===== config.mk =====
export PLATFORM = sky130hd
export DESIGN_NAME = csf_flags
export DESIGN_NICKNAME = d
export VERILOG_FILES = /design/src/pkg/csf_pkg.sv /design/src/verilog/csf_flags.sv
export VERILOG_INCLUDE_DIRS = /design/src /design/src/pkg
export SDC_FILE = /design/constraint.sdc
export NUM_CORES = 1
export LEC_CHECK = 0
export ABC_AREA = 0
export BUFFER_PORTS_ARGS = -buffer_cell sky130_fd_sc_hd__buf_2
export CAP_MARGIN = 10
export CORE_MARGIN = 1.5
export CORE_UTILIZATION = 55
export DETAILED_ROUTE_END_ITERATION = 8
export PLACE_DENSITY_LB_ADDON = 0.2
export SYNTH_ARGS = -nofsm -noshare
export SYNTH_HDL_FRONTEND = slang
export SYNTH_SLANG_ARGS = --single-unit

===== constraint.sdc =====
create_clock -name sys_clk -period 3.7 [get_ports sys_clk]
set_input_delay 0.925 -clock sys_clk [delete_from_list [all_inputs] [get_ports sys_clk]]
set_output_delay 0.925 -clock sys_clk [all_outputs]
set_load 0.03 [all_outputs]

===== src/pkg/csf_defines.svh =====
// constants for the controller system flag block: register map, field
// positions, reset values and timing figures.
// assumes: included by its bare name from the package and the design file.
`ifndef CSF_DEFINES_SVH
`define CSF_DEFINES_SVH

// ----------------------------------------------------------------------------
// bus geometry
// ----------------------------------------------------------------------------
`define CSF_AW              8
`define CSF_DW              32
`define CSF_RESP_OKAY       2'h0
`define CSF_RESP_SLVERR     2'h2

// ----------------------------------------------------------------------------
// register byte offsets
// ----------------------------------------------------------------------------
`define CSF_OFF_CTRL        8'h00
`define CSF_OFF_FLAGS       8'h04
`define CSF_OFF_IRQ_STATUS  8'h08
`define CSF_OFF_IRQ_MASK    8'h0c

// decoded register select positions
`define CSF_SEL_W           4
`define CSF_SEL_CTRL        0
`define CSF_SEL_FLAGS       1
`define CSF_SEL_STATUS      2
`define CSF_SEL_MASK        3

// ----------------------------------------------------------------------------
// control register fields
// ----------------------------------------------------------------------------
`define CSF_CTRL_W          5
`define CSF_CTRL_RUN        0
`define CSF_CTRL_FAST_TMR   1
`define CSF_CTRL_YEAR_FMT   2
`define CSF_CTRL_ADJ30      3
`define CSF_CTRL_DEGREE     4
`define CSF_CTRL_RESET      5'h00

// ----------------------------------------------------------------------------
// flag register fields (read only)
// ----------------------------------------------------------------------------
`define CSF_FLAG_W          10
`define CSF_FLAG_RUN_MON    0
`define CSF_FLAG_RUN_INV    1
`define CSF_FLAG_HI_PULSE   2
`define CSF_FLAG_LO_PULSE   3
`define CSF_FLAG_SYNTAX     4
`define CSF_FLAG_WDOG       5
`define CSF_FLAG_TICK0      6

// ----------------------------------------------------------------------------
// interrupt status / mask fields
// ----------------------------------------------------------------------------
`define CSF_IRQ_W           4
`define CSF_IRQ_RUN_ENTRY   0
`define CSF_IRQ_RUN_EXIT    1
`define CSF_IRQ_SYNTAX      2
`define CSF_IRQ_WDOG        3
`define CSF_IRQ_RESET       4'h0

// ----------------------------------------------------------------------------
// timing: half periods of the free-running clock flags, in microseconds
// ----------------------------------------------------------------------------
`define CSF_CLK_PERIOD_NS   5
`define CSF_T10MS_HALF_US   5000
`define CSF_T100MS_HALF_US  50000
`define CSF_T1S_HALF_US     500000
`define CSF_T1MIN_HALF_US   30000000
`define CSF_NS_PER_US       1000
`define CSF_BASE_W          20
`define CSF_DIV_W           13
`define CSF_TICK_N          4

`endif


===== src/pkg/csf_pkg.sv =====
// types shared by the controller system flag block.
// assumes: csf_defines.svh is on the include path.
`include "csf_defines.svh"

package csf_pkg;

    // gray path: stop -> first scan -> run
    typedef enum logic [1:0] {
        CSF_ST_STOP  = 2'b00,
        CSF_ST_FIRST = 2'b01,
        CSF_ST_RUN   = 2'b11
    } csf_run_t;

    typedef logic [1:0]              csf_resp_t;
    typedef logic [`CSF_AW-1:0]      csf_addr_t;
    typedef logic [`CSF_DW-1:0]      csf_data_t;
    typedef logic [`CSF_SEL_W-1:0]   csf_sel_t;

endpackage : csf_pkg


===== src/verilog/csf_flags.sv =====
// system flag relays of a programmable controller with an AXI4-Lite slave.
// assumes: one clock, scan and error event inputs come from logic on sys_clk.
//
// Operation
// [RULE1] run monitor: off at reset, on in run
// [RULE2] inverted run monitor: on at reset, off in run
// [RULE3] high pulse on run activation, else off
// [RULE4] low pulse on run activation, else on
// [RULE5] pulses last exactly the first scan
// [RULE6] syntax flag: set on error, cleared entering run
// [RULE7] watchdog flag: set on timeout, cleared entering run
// [RULE8] 10 ms clock flag, 5 ms halves
// [RULE9] 100 ms clock flag, 50 ms halves
// [RULE10] 1 s clock flag, 0.5 s halves
// [RULE11] 1 min clock flag, 30 s halves
// [RULE12] unchanged flags keep value across run changes
// [RULE13] read-only flags ignore program writes
// [RULE14] writable year display mode bit, reset clear
// [RULE15] writable thirty second clock correction bit
// [RULE16] writable angle unit bit, on means degrees
// [RULE17] writable fast timer enable, reset clear
`include "csf_defines.svh"

module csf_flags #(
    parameter int unsigned HalfTickCycles = `CSF_T10MS_HALF_US * `CSF_NS_PER_US / `CSF_CLK_PERIOD_NS
) (
    input  wire logic                 sys_clk,
    input  wire logic                 arst_n,
    input  wire logic                 awvalid,
    output logic                      awready,
    input  wire csf_pkg::csf_addr_t   awaddr,
    input  wire logic                 wvalid,
    output logic                      wready,
    input  wire csf_pkg::csf_data_t   wdata,
    input  wire logic [3:0]           wstrb,
    output logic                      bvalid,
    input  wire logic                 bready,
    output csf_pkg::csf_resp_t        bresp,
    input  wire logic                 arvalid,
    output logic                      arready,
    input  wire csf_pkg::csf_addr_t   araddr,
    output logic                      rvalid,
    input  wire logic                 rready,
    output csf_pkg::csf_data_t        rdata,
    output csf_pkg::csf_resp_t        rresp,
    input  wire logic                 scanDone,
    input  wire logic                 syntaxErrEvent,
    input  wire logic                 watchdogTimeoutEvent,
    output logic                      runMonitorFlag,
    output logic                      runMonitorInvertedFlag,
    output logic                      firstScanHighPulse,
    output logic                      firstScanLowPulse,
    output logic                      syntaxErrorFlag,
    output logic                      scanWatchdogTimeoutFlag,
    output logic                      tick10msFlag,
    output logic                      tick100msFlag,
    output logic                      tick1sFlag,
    output logic                      tick1minFlag,
    output logic                      fastTimerEnable,
    output logic                      clockYearFormatSelect,
    output logic                      clockThirtySecondAdjust,
    output logic                      angleUnitDegreeSelect,
    output logic                      irq
);
    import csf_pkg::*;

    // ------------------------------------------------------------------------
    // address decode
    // ------------------------------------------------------------------------
    function automatic csf_sel_t csfDecode(input csf_addr_t a);
        csf_sel_t s;
        s = '0;
        case (a)
            `CSF_OFF_CTRL:       s[`CSF_SEL_CTRL]   = 1'b1;
            `CSF_OFF_FLAGS:      s[`CSF_SEL_FLAGS]  = 1'b1;
            `CSF_OFF_IRQ_STATUS: s[`CSF_SEL_STATUS] = 1'b1;
            `CSF_OFF_IRQ_MASK:   s[`CSF_SEL_MASK]   = 1'b1;
            default:             s = '0;
        endcase
        return s;
    endfunction : csfDecode

    // ------------------------------------------------------------------------
    // write channel
    // ------------------------------------------------------------------------
    logic                      awHeld_ff;
    csf_addr_t                 awAddr_ff;
    logic                      wHeld_ff;
    csf_data_t                 wData_ff;
    logic                      wStrb0_ff;
    logic                      bvalid_ff;
    csf_resp_t                 bresp_ff;
    logic [`CSF_CTRL_W-1:0]    ctrl_ff;
    logic [`CSF_IRQ_W-1:0]     mask_ff;
    logic [`CSF_IRQ_W-1:0]     status_ff;

    wire       doWrite   = awHeld_ff & wHeld_ff & ~bvalid_ff;
    csf_sel_t  wrSel;
    assign wrSel = csfDecode(awAddr_ff);
    wire       wrLowByte = doWrite & wStrb0_ff;
    wire       wrCtrl    = wrLowByte & wrSel[`CSF_SEL_CTRL];
    wire       wrMask    = wrLowByte & wrSel[`CSF_SEL_MASK];
    wire       wrStatus  = wrLowByte & wrSel[`CSF_SEL_STATUS];

    // address and data are held apart, so either may arrive first
    assign awready = ~awHeld_ff;
    assign wready  = ~wHeld_ff;
    assign bvalid  = bvalid_ff;
    assign bresp   = bresp_ff;

    always_ff @(posedge sys_clk or negedge arst_n) begin
        if (!arst_n) begin
            awHeld_ff <= 1'b0;
            awAddr_ff <= '0;
        end else if (awvalid && !awHeld_ff) begin
            awHeld_ff <= 1'b1;
            awAddr_ff <= awaddr;
        end else if (doWrite) begin
            awHeld_ff <= 1'b0;
        end
    end

    always_ff @(posedge sys_clk or negedge arst_n) begin
        if (!arst_n) begin
            wHeld_ff  <= 1'b0;
            wData_ff  <= '0;
            wStrb0_ff <= 1'b0;
        end else if (wvalid && !wHeld_ff) begin
            wHeld_ff  <= 1'b1;
            wData_ff  <= wdata;
            wStrb0_ff <= wstrb[0];
        end else if (doWrite) begin
            wHeld_ff  <= 1'b0;
        end
    end

    // writes to the flag word are accepted with OKAY and dropped
    always_ff @(posedge sys_clk or negedge arst_n) begin
        if (!arst_n) begin
            bvalid_ff <= 1'b0;
            bresp_ff  <= `CSF_RESP_OKAY;
        end else if (doWrite) begin
            bvalid_ff <= 1'b1;
            bresp_ff  <= (|wrSel) ? `CSF_RESP_OKAY : `CSF_RESP_SLVERR; // RULE13
        end else if (bready) begin
            bvalid_ff <= 1'b0;
        end
    end

    always_ff @(posedge sys_clk or negedge arst_n) begin
        if (!arst_n) begin
            ctrl_ff <= `CSF_CTRL_RESET; // RULE14 RULE15 RULE16 RULE17
            mask_ff <= `CSF_IRQ_RESET;
        end else begin
            if (wrCtrl) ctrl_ff <= wData_ff[`CSF_CTRL_W-1:0];
            if (wrMask) mask_ff <= wData_ff[`CSF_IRQ_W-1:0];
        end
    end

    assign fastTimerEnable         = ctrl_ff[`CSF_CTRL_FAST_TMR]; // RULE17
    assign clockYearFormatSelect   = ctrl_ff[`CSF_CTRL_YEAR_FMT]; // RULE14
    assign clockThirtySecondAdjust = ctrl_ff[`CSF_CTRL_ADJ30];    // RULE15
    assign angleUnitDegreeSelect   = ctrl_ff[`CSF_CTRL_DEGREE];   // RULE16

    // ------------------------------------------------------------------------
    // run state
    // ------------------------------------------------------------------------
    csf_run_t  state_ff;
    csf_run_t  nxt_state;
    wire       runReq = ctrl_ff[`CSF_CTRL_RUN];
    // pulse ends on the scan end sample, not on a timer

    always_comb begin
        nxt_state = state_ff;
        case (state_ff)
            CSF_ST_STOP:  if (runReq) nxt_state = CSF_ST_FIRST;
            CSF_ST_FIRST: begin
                if (!runReq) nxt_state = CSF_ST_STOP;
                else if (scanDone) nxt_state = CSF_ST_RUN; // RULE5
            end
            CSF_ST_RUN:   if (!runReq) nxt_state = CSF_ST_STOP;
            default:      nxt_state = CSF_ST_STOP;
        endcase
    end

    wire runEntry = (state_ff == CSF_ST_STOP) & (nxt_state == CSF_ST_FIRST);
    wire runExit  = (state_ff != CSF_ST_STOP) & (nxt_state == CSF_ST_STOP);

    // flags follow the next state so they change on the transition edge itself
    always_ff @(posedge sys_clk or negedge arst_n) begin
        if (!arst_n) begin
            state_ff               <= CSF_ST_STOP;
            runMonitorFlag         <= 1'b0;
            runMonitorInvertedFlag <= 1'b1;
            firstScanHighPulse     <= 1'b0;
            firstScanLowPulse      <= 1'b1;
        end else begin
            state_ff               <= nxt_state;
            runMonitorFlag         <= (nxt_state != CSF_ST_STOP); // RULE1
            runMonitorInvertedFlag <= (nxt_state == CSF_ST_STOP); // RULE2
            firstScanHighPulse     <= (nxt_state == CSF_ST_FIRST); // RULE3 RULE5
            firstScanLowPulse      <= (nxt_state != CSF_ST_FIRST); // RULE4 RULE5
        end
    end

    // ------------------------------------------------------------------------
    // error flags: an event in the entry cycle survives the clear
    // ------------------------------------------------------------------------
    always_ff @(posedge sys_clk or negedge arst_n) begin
        if (!arst_n) begin
            syntaxErrorFlag         <= 1'b0;
            scanWatchdogTimeoutFlag <= 1'b0;
        end else begin
            syntaxErrorFlag         <= syntaxErrEvent | (syntaxErrorFlag & ~runEntry); // RULE6 RULE12
            scanWatchdogTimeoutFlag <= watchdogTimeoutEvent
                                     | (scanWatchdogTimeoutFlag & ~runEntry); // RULE7 RULE12
        end
    end

    // ------------------------------------------------------------------------
    // free-running clock flags, independent of run state
    // ------------------------------------------------------------------------
    localparam logic [`CSF_DIV_W-1:0] TickRatio [`CSF_TICK_N] = '{
        `CSF_DIV_W'(1),
        `CSF_DIV_W'(`CSF_T100MS_HALF_US / `CSF_T10MS_HALF_US),
        `CSF_DIV_W'(`CSF_T1S_HALF_US / `CSF_T10MS_HALF_US),
        `CSF_DIV_W'(`CSF_T1MIN_HALF_US / `CSF_T10MS_HALF_US)
    };

    logic [`CSF_BASE_W-1:0]  baseCnt_ff;
    logic [`CSF_TICK_N-1:0]  tick_ff;
    logic [`CSF_TICK_N-1:0]  tickStrobe;
    wire  baseStrobe = (baseCnt_ff == `CSF_BASE_W'(HalfTickCycles - 1));

    always_ff @(posedge sys_clk or negedge arst_n) begin
        if (!arst_n) baseCnt_ff <= '0;
        else if (baseStrobe) baseCnt_ff <= '0;
        else baseCnt_ff <= baseCnt_ff + `CSF_BASE_W'(1);
    end

    genvar gi;
    generate
        for (gi = 0; gi < `CSF_TICK_N; gi++) begin : g_tick
            logic [`CSF_DIV_W-1:0] divCnt_ff;
            assign tickStrobe[gi] = baseStrobe & (divCnt_ff == TickRatio[gi] - `CSF_DIV_W'(1));
            always_ff @(posedge sys_clk or negedge arst_n) begin
                if (!arst_n) begin
                    divCnt_ff   <= '0;
                    tick_ff[gi] <= 1'b0;
                end else if (tickStrobe[gi]) begin
                    divCnt_ff   <= '0;
                    tick_ff[gi] <= ~tick_ff[gi]; // RULE8 RULE9 RULE10 RULE11 RULE12
                end else if (baseStrobe) begin
                    divCnt_ff   <= divCnt_ff + `CSF_DIV_W'(1);
                end
            end
        end
    endgenerate

    assign tick10msFlag  = tick_ff[0]; // RULE8
    assign tick100msFlag = tick_ff[1]; // RULE9
    assign tick1sFlag    = tick_ff[2]; // RULE10
    assign tick1minFlag  = tick_ff[3]; // RULE11

    // ------------------------------------------------------------------------
    // interrupts: sticky, write one to clear, set wins over clear
    // ------------------------------------------------------------------------
    logic [`CSF_IRQ_W-1:0] irqEvent;
    logic [`CSF_IRQ_W-1:0] irqClear;
    logic [`CSF_IRQ_W-1:0] nxt_status;
    logic                  irq_ff;

    assign irqEvent[`CSF_IRQ_RUN_ENTRY] = runEntry;
    assign irqEvent[`CSF_IRQ_RUN_EXIT]  = runExit;
    assign irqEvent[`CSF_IRQ_SYNTAX]    = syntaxErrEvent;
    assign irqEvent[`CSF_IRQ_WDOG]      = watchdogTimeoutEvent;
    assign irqClear   = wrStatus ? wData_ff[`CSF_IRQ_W-1:0] : '0;
    assign nxt_status = (status_ff & ~irqClear) | irqEvent;

    always_ff @(posedge sys_clk or negedge arst_n) begin
        if (!arst_n) begin
            status_ff <= `CSF_IRQ_RESET;
            irq_ff    <= 1'b0;
        end else begin
            status_ff <= nxt_status;
            irq_ff    <= |(nxt_status & (wrMask ? wData_ff[`CSF_IRQ_W-1:0] : mask_ff));
        end
    end
    assign irq = irq_ff;

    // ------------------------------------------------------------------------
    // read channel
    // ------------------------------------------------------------------------
    logic [`CSF_FLAG_W-1:0] flagWord;
    csf_sel_t               rdSel;
    csf_data_t              rdMux;
    logic                   rvalid_ff;
    csf_data_t              rdata_ff;
    csf_resp_t              rresp_ff;

    assign flagWord = {tick_ff, scanWatchdogTimeoutFlag, syntaxErrorFlag, firstScanLowPulse,
                       firstScanHighPulse, runMonitorInvertedFlag, runMonitorFlag};
    assign rdSel    = csfDecode(araddr);
    assign rdMux    = ({`CSF_DW{rdSel[`CSF_SEL_CTRL]}}   & `CSF_DW'(ctrl_ff))
                    | ({`CSF_DW{rdSel[`CSF_SEL_FLAGS]}}  & `CSF_DW'(flagWord))
                    | ({`CSF_DW{rdSel[`CSF_SEL_STATUS]}} & `CSF_DW'(status_ff))
                    | ({`CSF_DW{rdSel[`CSF_SEL_MASK]}}   & `CSF_DW'(mask_ff));
    assign arready  = ~rvalid_ff;
    assign rvalid   = rvalid_ff;
    assign rdata    = rdata_ff;
    assign rresp    = rresp_ff;

    always_ff @(posedge sys_clk or negedge arst_n) begin
        if (!arst_n) begin
            rvalid_ff <= 1'b0;
            rdata_ff  <= '0;
            rresp_ff  <= `CSF_RESP_OKAY;
        end else if (arvalid && !rvalid_ff) begin
            rvalid_ff <= 1'b1;
            rdata_ff  <= rdMux;
            rresp_ff  <= (|rdSel) ? `CSF_RESP_OKAY : `CSF_RESP_SLVERR;
        end else if (rready) begin
            rvalid_ff <= 1'b0;
        end
    end
endmodule : csf_flags


==> results.py, run 1 <==
metrics = {
    "clocking": {
        "cts-root-buf": "clkbuf_8",
        "cts_resized": 0,
        "clkTransAtPathRegs_ns": 0.06,
        "cts_tree": "done",
        "cts_made_buffers": 17,
        "htreeDepth": 4,
        "numClockSinks": 128,
        "clock_path_buffers": 2,
        "cts_setup_buffers": 0,
        "clock_latency_ns": 0.53,
        "ctsHoldBuffers": 0,
    },
    "route": {
        "vias": 4407,
        "routed_wl_mm": 12.0,
        "routed_via_density": 5.60,
        "drtIter0Drc": 325,
        "wire_per_inst_um": 15.3,
        "dr.pass1.iters": 5,
        "final_antenna_net_count": 0,
        "drcViolationCount": 0,
    },
    "setup_path": {
        "crit_path_frequent_cell": "or4_1",
        "crit_path_max_fanout": 18,
        "r2r_cells": 6,
        "reg2reg_to": "g_tick[1].divCnt_ff[12]",
        "arrival_ns": 3.22,
        "endpoint_kind": "flip-flop",
        "max_stage_delay_ns": 0.53,
        "cp.required_ns": 4.11,
        "cp-start-kind": "flip-flop",
        "crit_type": "flip-flop to flip-flop",
        "regToRegSetupSlack_ns": 0.89,
        "worstReg2RegStart": "baseCnt_ff[15]",
        "cp_slowest_cell": "or4_1",
        "path_cells": "or4_1, or4_1, buf_4, or2_1, nor3_1, mux2_2",
    },
    "pwr": {
        "p_leak_nw": 3.34,
        "irDropWorstVdd_v": 0.000398,
        "powerDensity_nw_per_um2": 547,
    },
    "floorplan": {
        "die_w_um": 108,
        "rows": 38,
        "initial_core_util": 0.562,
        "die_area_sq_um": 11700,
        "core-area_sq_um": 10800,
        "die_h_um": 108,
        "pin_count": 118,
    },
    "placed_design": {
        "dp_hpwl_mm": 7.99,
        "gp_congestion": 0.827,
        "io_buffer_count": 63,
        "dp_cells": 755,
    },
    "yosys": {
        "muxShareOfSynthArea": 0.0701,
        "synthCells": 567,
        "async_reset_ff_frac": 1.00,
        "synth_top_family_by_area": "simple AND/OR/NAND/NOR gates",
        "yosysSeqAreaShare": 0.528,
        "syn_area_sq_um": 6070,
        "synth_adder_area_share": 0.0144,
        "synth_xor_area_frac": 0.0534,
        "synth-simple-area-share": 0.184,
        "yosysWarnings": 0,
        "yosys_most_used_dff": "dfrtp_1",
        "synth_edf_count": 0,
        "syn_avg_cell_area_sq_um": 10.7,
        "synth_cell_types": 53,
        "synth_seq_cells": 128,
        "synth_compound_area_frac": 0.0862,
    },
    "global_routing": {
        "grt_first_pass_wirelength_mm": 20.7,
        "grt_pass1_vias": 4328,
        "grt_max_degree": 79,
        "grt_overflow_total": 0,
        "antenna_found_initial": 0,
        "track_usage": 0.229,
    },
    "timing": {
        "slew_headroom": 0.459,
        "hold_slack_ns": 0.429,
        "finalClockSkew_ns": 0.00784,
        "slew_violations": 0,
        "timing.fmax_ghz": 0.356,
        "rsz0062_at_grt": "false",
        "setup_viol": 0,
        "fin_setup_tns_ns": 0,
        "hold_violations": 0,
        "timing.final.crit_period_ns": 2.81,
        "worstMarginPinSlew_ns": 0.804,
        "post-route-period-util": 0.759,
    },
    "finish": {
        "drive_gt1_frac": 0.212,
        "area_growth_pct": 16.2,
        "nNetsFinal": 703,
        "n_antenna_cell": 0,
        "instances_no_fill": 787,
        "n_fill_cell": 862,
    },
    "hold_path": {
        "min_path_type": "input pin to async pin",
    },
    "outcome": {
        "status": "finished clean",
    },
    "flow_run": {
        "cap_viol_max_count": 0,
    },
}
## metal layers
| metal | up-vias | track usage | share of wire |
|---|---|---|---|
| met3 | 16 | 0.0657 | 0.048 |
| met4 | 0 | 0.0705 | 0.012 |
| met5 | - | 0 | 0 |
| li1 | 2103 | - | - |
| met2 | 115 | 0.360 | 0.48 |
| met1 | 2173 | 0.308 | 0.46 |
## cell usage in the layout, fill, tap and decap left out, types with 4 or more instances in the layout
| master | netlist | final |
|---|---|---|
| a21o_1 | 8 | 8 |
| a21oi_1 | 4 | 4 |
| a22o_1 | 6 | 6 |
| and2_1 | 4 | 4 |
| and3_1 | 21 | 21 |
| and4_1 | 4 | 4 |
| buf_2 | 5 | 62 |
| buf_4 | 24 | 7 |
| bufinv_16 | 0 | 4 |
| clkbuf_16 | 0 | 16 |
| clkinv_2 | 0 | 5 |
| conb_1 | 1 | 24 |
| dfrtp_1 | 126 | 126 |
| ha_1 | 7 | 7 |
| inv_1 | 29 | 29 |
| mux2_2 | 28 | 28 |
| mux4_2 | 4 | 4 |
| nand2_1 | 48 | 48 |
| nand2b_1 | 8 | 8 |
| nand3_1 | 15 | 15 |
| nand4_1 | 22 | 22 |
| nor2_1 | 33 | 33 |
| nor3_1 | 10 | 10 |
| nor4_1 | 12 | 12 |
| o21ai_0 | 37 | 37 |
| o31ai_1 | 12 | 12 |
| xnor2_1 | 26 | 26 |
| xor2_1 | 11 | 11 |
## layout make-up
cell class	instances	area (sq um)	area share
well taps	140	175	0.0248
inverters	29	109	0.0154
repair buffers	70	383	0.0543
clock inverters	11	163	0.0231
clock buffers	21	449	0.0637
multi-input cells	388	2560	0.364
flip-flops and latches	128	3210	0.455
## worst max-delay path by stage
stage,from,endpoint,depth (start not counted)
6_report,baseCnt_ff[15],g_tick[1].divCnt_ff[12],6
4_1_cts,baseCnt_ff[15],g_tick[1].divCnt_ff[12],6
5_1_grt,baseCnt_ff[15],g_tick[1].divCnt_ff[12],6
2_1_floorplan,baseCnt_ff[15],g_tick[0].divCnt_ff[12],7
3_3_place_gp,baseCnt_ff[15],g_tick[3].divCnt_ff[11],7
3_5_place_dp,baseCnt_ff[15],g_tick[3].divCnt_ff[11],7
## kinds of logic after synthesis
family	Yosys count
flops	128
other cells	1
buf+inv	74
fa+ha+maj	7
compound gates	81
xor+xnor	37
simple gates	205
mux	34
## flip-flops by register name, indices dropped and copies added (netlist names), 2 cells and up
register / flops
ctrl_ff: 5
state_ff: 2
wData_ff: 5
baseCnt_ff: 20
awAddr_ff: 8
status_ff: 4
mask_ff: 4
rdata: 10
g_tick.divCnt_ff: 52
## worst max-delay path: cells and delay by family (launching register included)
| kind | cells | cell delay [ns] |
|---|---|---|
| buffers and inverters | 1 | 0.19 |
| DFF | 1 | 0.41 |
| and+or+nand+nor | 4 | 1.74 |
| muxes | 1 | 0.35 |
## through the flow
step / total power [mW] / util / worst slack [ns] / cell area (sq um)
3_3_place_gp: 2.14 / 0.596 / 0.917 / 6440
4_1_cts: 3.89 / 0.653 / 0.895 / 7050
5_1_grt: 4.02 / 0.653 / 0.721 / 7050
3_5_place_dp: 2.16 / 0.596 / 0.874 / 6440
6_report: 3.86 / 0.653 / 0.891 / 7050
2_1_floorplan: 2.02 / - / 1.22 / 6150
## power breakdown
group | total [mW] | switching [mW] | internal [mW]
Combinational | 0.485 | 0.286 | 0.199
Sequential | 1.65 | 0.110 | 1.54
Clock | 1.72 | 0.595 | 1.13
## Yosys cell counts (5+ instances only)
master      n  share of area
a21o_1      8         0.0099
a22o_1      6         0.0087
and3_1     21          0.022
buf_2       5         0.0041
buf_4      24          0.030
clkbuf_1   15         0.0093
dfrtp_1   126           0.52
ha_1        7          0.014
inv_1      29          0.018
mux2_2     28          0.052
nand2_1    48          0.030
nand2b_1    8         0.0083
nand3_1    15          0.012
nand4_1    22          0.023
nor2_1     33          0.020
nor3_1     10         0.0083
nor4_1     12          0.012
o21ai_0    37          0.031
o31ai_1    12          0.015
xnor2_1    26          0.038
xor2_1     11          0.016
Note: power is estimated with default switching activity, not from simulation.
==> inputs of run 2 (changes only) <==
--- a/config.mk
+++ b/config.mk
@@ -6,7 +6,7 @@
 export SDC_FILE = /design/constraint.sdc
 export NUM_CORES = 1
 export LEC_CHECK = 0
-export ABC_AREA = 0
+export ABC_AREA = 1
 export BUFFER_PORTS_ARGS = -buffer_cell sky130_fd_sc_hd__buf_2
 export CAP_MARGIN = 10
 export CORE_MARGIN = 1.5
==> constraint.sdc (replaced) <==
create_clock -name sys_clk -period 2.9 [get_ports sys_clk]
set_input_delay 0.725 -clock sys_clk [delete_from_list [all_inputs] [get_ports sys_clk]]
set_output_delay 0.725 -clock sys_clk [all_outputs]
set_load 0.03 [all_outputs]
==> run 2 against run 1 <==
Net effect: combinational power increased by 42%; sequential share of layout area shrank 4.3 points; clock skew down 0.00072 ns; critical path type unchanged; largest cell class unchanged; highest routed layer unchanged.
==> results.py, run 2 <==
metrics = {
    "finish": {
        "top_register": "g_tick.divCnt_ff",
        "drive_gt1_frac": 0.138,
        "nNetsFinal": 974,
        "mostFrequentLayoutCells": "188 x nand2_1, 126 x dfrtp_1, 104 x inv_1",
        "area_growth_pct": 15.2,
        "final_common_cell": "nand2_1",
        "largest_reg_flops": 52,
        "n_fill_cell": 1033,
        "n_antenna_cell": 0,
    },
    "setup_path": {
        "worstReg2RegStart": "baseCnt_ff[0]",
        "max_stage_delay_ns": 0.44,
        "reg2reg_to": "g_tick[0].divCnt_ff[0]",
        "r2r_cells": 7,
        "cp.required_ns": 3.16,
        "endpoint_kind": "flip-flop",
        "path_cells": "ha_1, nand3_2, nor2_1, nand3_2, buf_4, inv_4, o21ai_0",
        "crit_path_frequent_cell": "nand3_2",
        "crit_path_max_fanout": 63,
        "regToRegSetupSlack_ns": 0.93,
        "critPathTopFamily": "buffers and inverters",
        "cp_slowest_cell": "inv_4",
        "cp-start-kind": "flip-flop",
        "cp_num_buf_inv": 2,
        "crit_type": "flip-flop to flip-flop",
        "arrival_ns": 2.23,
    },
    "yosys": {
        "synth_edf_count": 0,
        "synth_area_leaders": "dfrtp_1 47%, nand2_1 10%, inv_1 5.8%, nor2_1 5.2%, nand3_1 4.8%",
        "synth_most_common_cell": "nand2_1",
        "yosysSeqAreaShare": 0.475,
        "syn_area_sq_um": 6750,
        "synth_top_area_cell": "dfrtp_1",
        "yosysWarnings": 0,
        "synth_cell_types": 39,
        "async_reset_ff_frac": 1.00,
        "syn_avg_cell_area_sq_um": 8.09,
        "yosys.area.top_type_share": 0.467,
        "synth_seq_cells": 128,
        "yosys_most_used_dff": "dfrtp_1",
        "netlist_top_cells_count": "188 x nand2_1, 126 x dfrtp_1, 104 x inv_1, 93 x nor2_1, 65 x nand3_1",
        "synthCells": 834,
    },
    "route": {
        "dr.pass1.iters": 5,
        "drtIter0Drc": 456,
        "vias": 5540,
        "routed_wl_mm": 14.0,
        "drcViolationCount": 0,
        "routed_via_density": 5.21,
        "final_antenna_net_count": 0,
        "wire_per_inst_um": 13.1,
    },
    "clocking": {
        "cts_setup_buffers": 0,
        "numClockSinks": 128,
        "ctsHoldBuffers": 0,
        "htreeDepth": 4,
        "cts_tree": "done",
        "cts-root-buf": "clkbuf_16",
        "clock_path_buffers": 2,
        "clkTransAtPathRegs_ns": 0.06,
        "cts_made_buffers": 17,
        "clock_latency_ns": 0.42,
        "cts_resized": 0,
    },
    "timing": {
        "setup_viol": 0,
        "fin_setup_tns_ns": 0,
        "timing.final.crit_period_ns": 1.97,
        "hold_slack_ns": 0.251,
        "post-route-period-util": 0.678,
        "hold_violations": 0,
        "rsz0062_at_grt": "false",
        "worstMarginPinSlew_ns": 0.562,
        "timing.fmax_ghz": 0.509,
        "finalClockSkew_ns": 0.00711,
        "slew_headroom": 0.625,
        "slew_violations": 0,
    },
    "floorplan": {
        "initial_core_util": 0.562,
        "pin_count": 118,
        "die_area_sq_um": 12900,
        "die_w_um": 114,
        "die_h_um": 114,
        "rows": 40,
        "core-area_sq_um": 12000,
    },
    "global_routing": {
        "grt_overflow_total": 0,
        "grt_first_pass_wirelength_mm": 23.7,
        "track_usage": 0.230,
        "antenna_found_initial": 0,
        "grt_max_degree": 64,
        "grt_pass1_vias": 5275,
    },
    "pwr": {
        "p_leak_nw": 3.76,
        "irDropWorstVdd_v": 0.000300,
        "powerDensity_nw_per_um2": 669,
    },
    "hold_path": {
        "min_path_type": "input pin to async pin",
    },
    "placed_design": {
        "gp_congestion": 0.932,
        "io_buffer_count": 63,
        "dp_hpwl_mm": 9.84,
    },
    "flow_run": {
        "cap_viol_max_count": 0,
    },
    "outcome": {
        "status": "finished clean",
    },
}
-- run 2: cell types whose count changed after synthesis, moves of 11 or more --
cell and change:
mux2_2 -20, o21ai_0 +14, and3_1 -20, nand2_1 +140, xor2_1 +25, nor2_1 +60, nand3_1 +50, inv_1 +75
nor3_1 +18, o31ai_1 -11, xnor2_1 -16, clkbuf_1 -12
-- run 2: through the flow --
step / instances / worst slack (ns) / instance area [sq um] / util / total power, mW
2_1_floorplan: 857 / 1.26 / 6840 / - / 2.61
3_3_place_gp: 1033 / 0.788 / 7100 / 0.591 / 2.79
3_5_place_dp: 1033 / 0.736 / 7100 / 0.591 / 2.82
4_1_cts: 1064 / 0.936 / 7780 / 0.647 / 5.25
5_1_grt: 1064 / 0.712 / 7780 / 0.647 / 5.42
6_report: 1064 / 0.934 / 7780 / 0.647 / 5.20
-- run 2: worst reg2reg max path: stages (launching register included) --
cell	delay, ns
dfrtp_1	0.36
ha_1	0.21
nand3_2	0.13
nor2_1	0.15
nand3_2	0.08
buf_4	0.23
inv_4	0.44
o21ai_0	0.23
-- run 2: logic make-up after synthesis --
logic type / after synthesis / share of synthesized area
AO/OA/AOI/OAI: 77 / 0.0595
XOR/XNOR: 46 / 0.0597
adder cells (fa/ha/maj): 7 / 0.0130
buffers and inverters: 145 / 0.102
flip-flops: 128 / 0.475
multiplexers: 8 / 0.0133
other: 1 / 0.000556
AND/OR/NAND/NOR: 422 / 0.277
-- run 2: how the worst max path moves through the flow --
stage	from	endpoint	slack (ns)	cells past startpoint
2_1_floorplan	araddr[7]	rdata[0]	1.26	7
3_3_place_gp	arvalid	rdata[4]	0.79	5
3_5_place_dp	arvalid	rdata[4]	0.74	5
4_1_cts	baseCnt_ff[0]	g_tick[0].divCnt_ff[0]	0.94	7
5_1_grt	baseCnt_ff[0]	g_tick[1].divCnt_ff[0]	0.71	8
6_report	baseCnt_ff[0]	g_tick[0].divCnt_ff[0]	0.93	7
-- run 2: metal layers --
metal  vias to the layer above  global-route usage  part of all wire
li1                       2767                   -                 -
met1                      2577               0.302              0.46
met2                       172               0.368              0.47
met3                        24              0.0452             0.051
met4                         0               0.108             0.020
met5                         -                   0                 0
-- run 2: final cells by class --
cell class                      instances  area, sq um  share of cell area
Sequential cell                       128         3210               0.412
Multi-Input combinational cell        584         2940               0.378
Clock buffer                           18          439              0.0565
Inverter                              107          408              0.0525
Timing Repair Buffer                   67          360              0.0463
Clock inverter                         13          236              0.0304
Tap cell                              147          184              0.0237
-- run 2: report_power, final --
| group | total, mW | internal (mW) | switching (mW) |
|---|---|---|---|
| logic | 0.689 | 0.211 | 0.478 |
| clock network | 2.41 | 1.63 | 0.784 |
| registers | 2.10 | 1.98 | 0.116 |
| total | 5.20 | 3.83 | 1.38 |
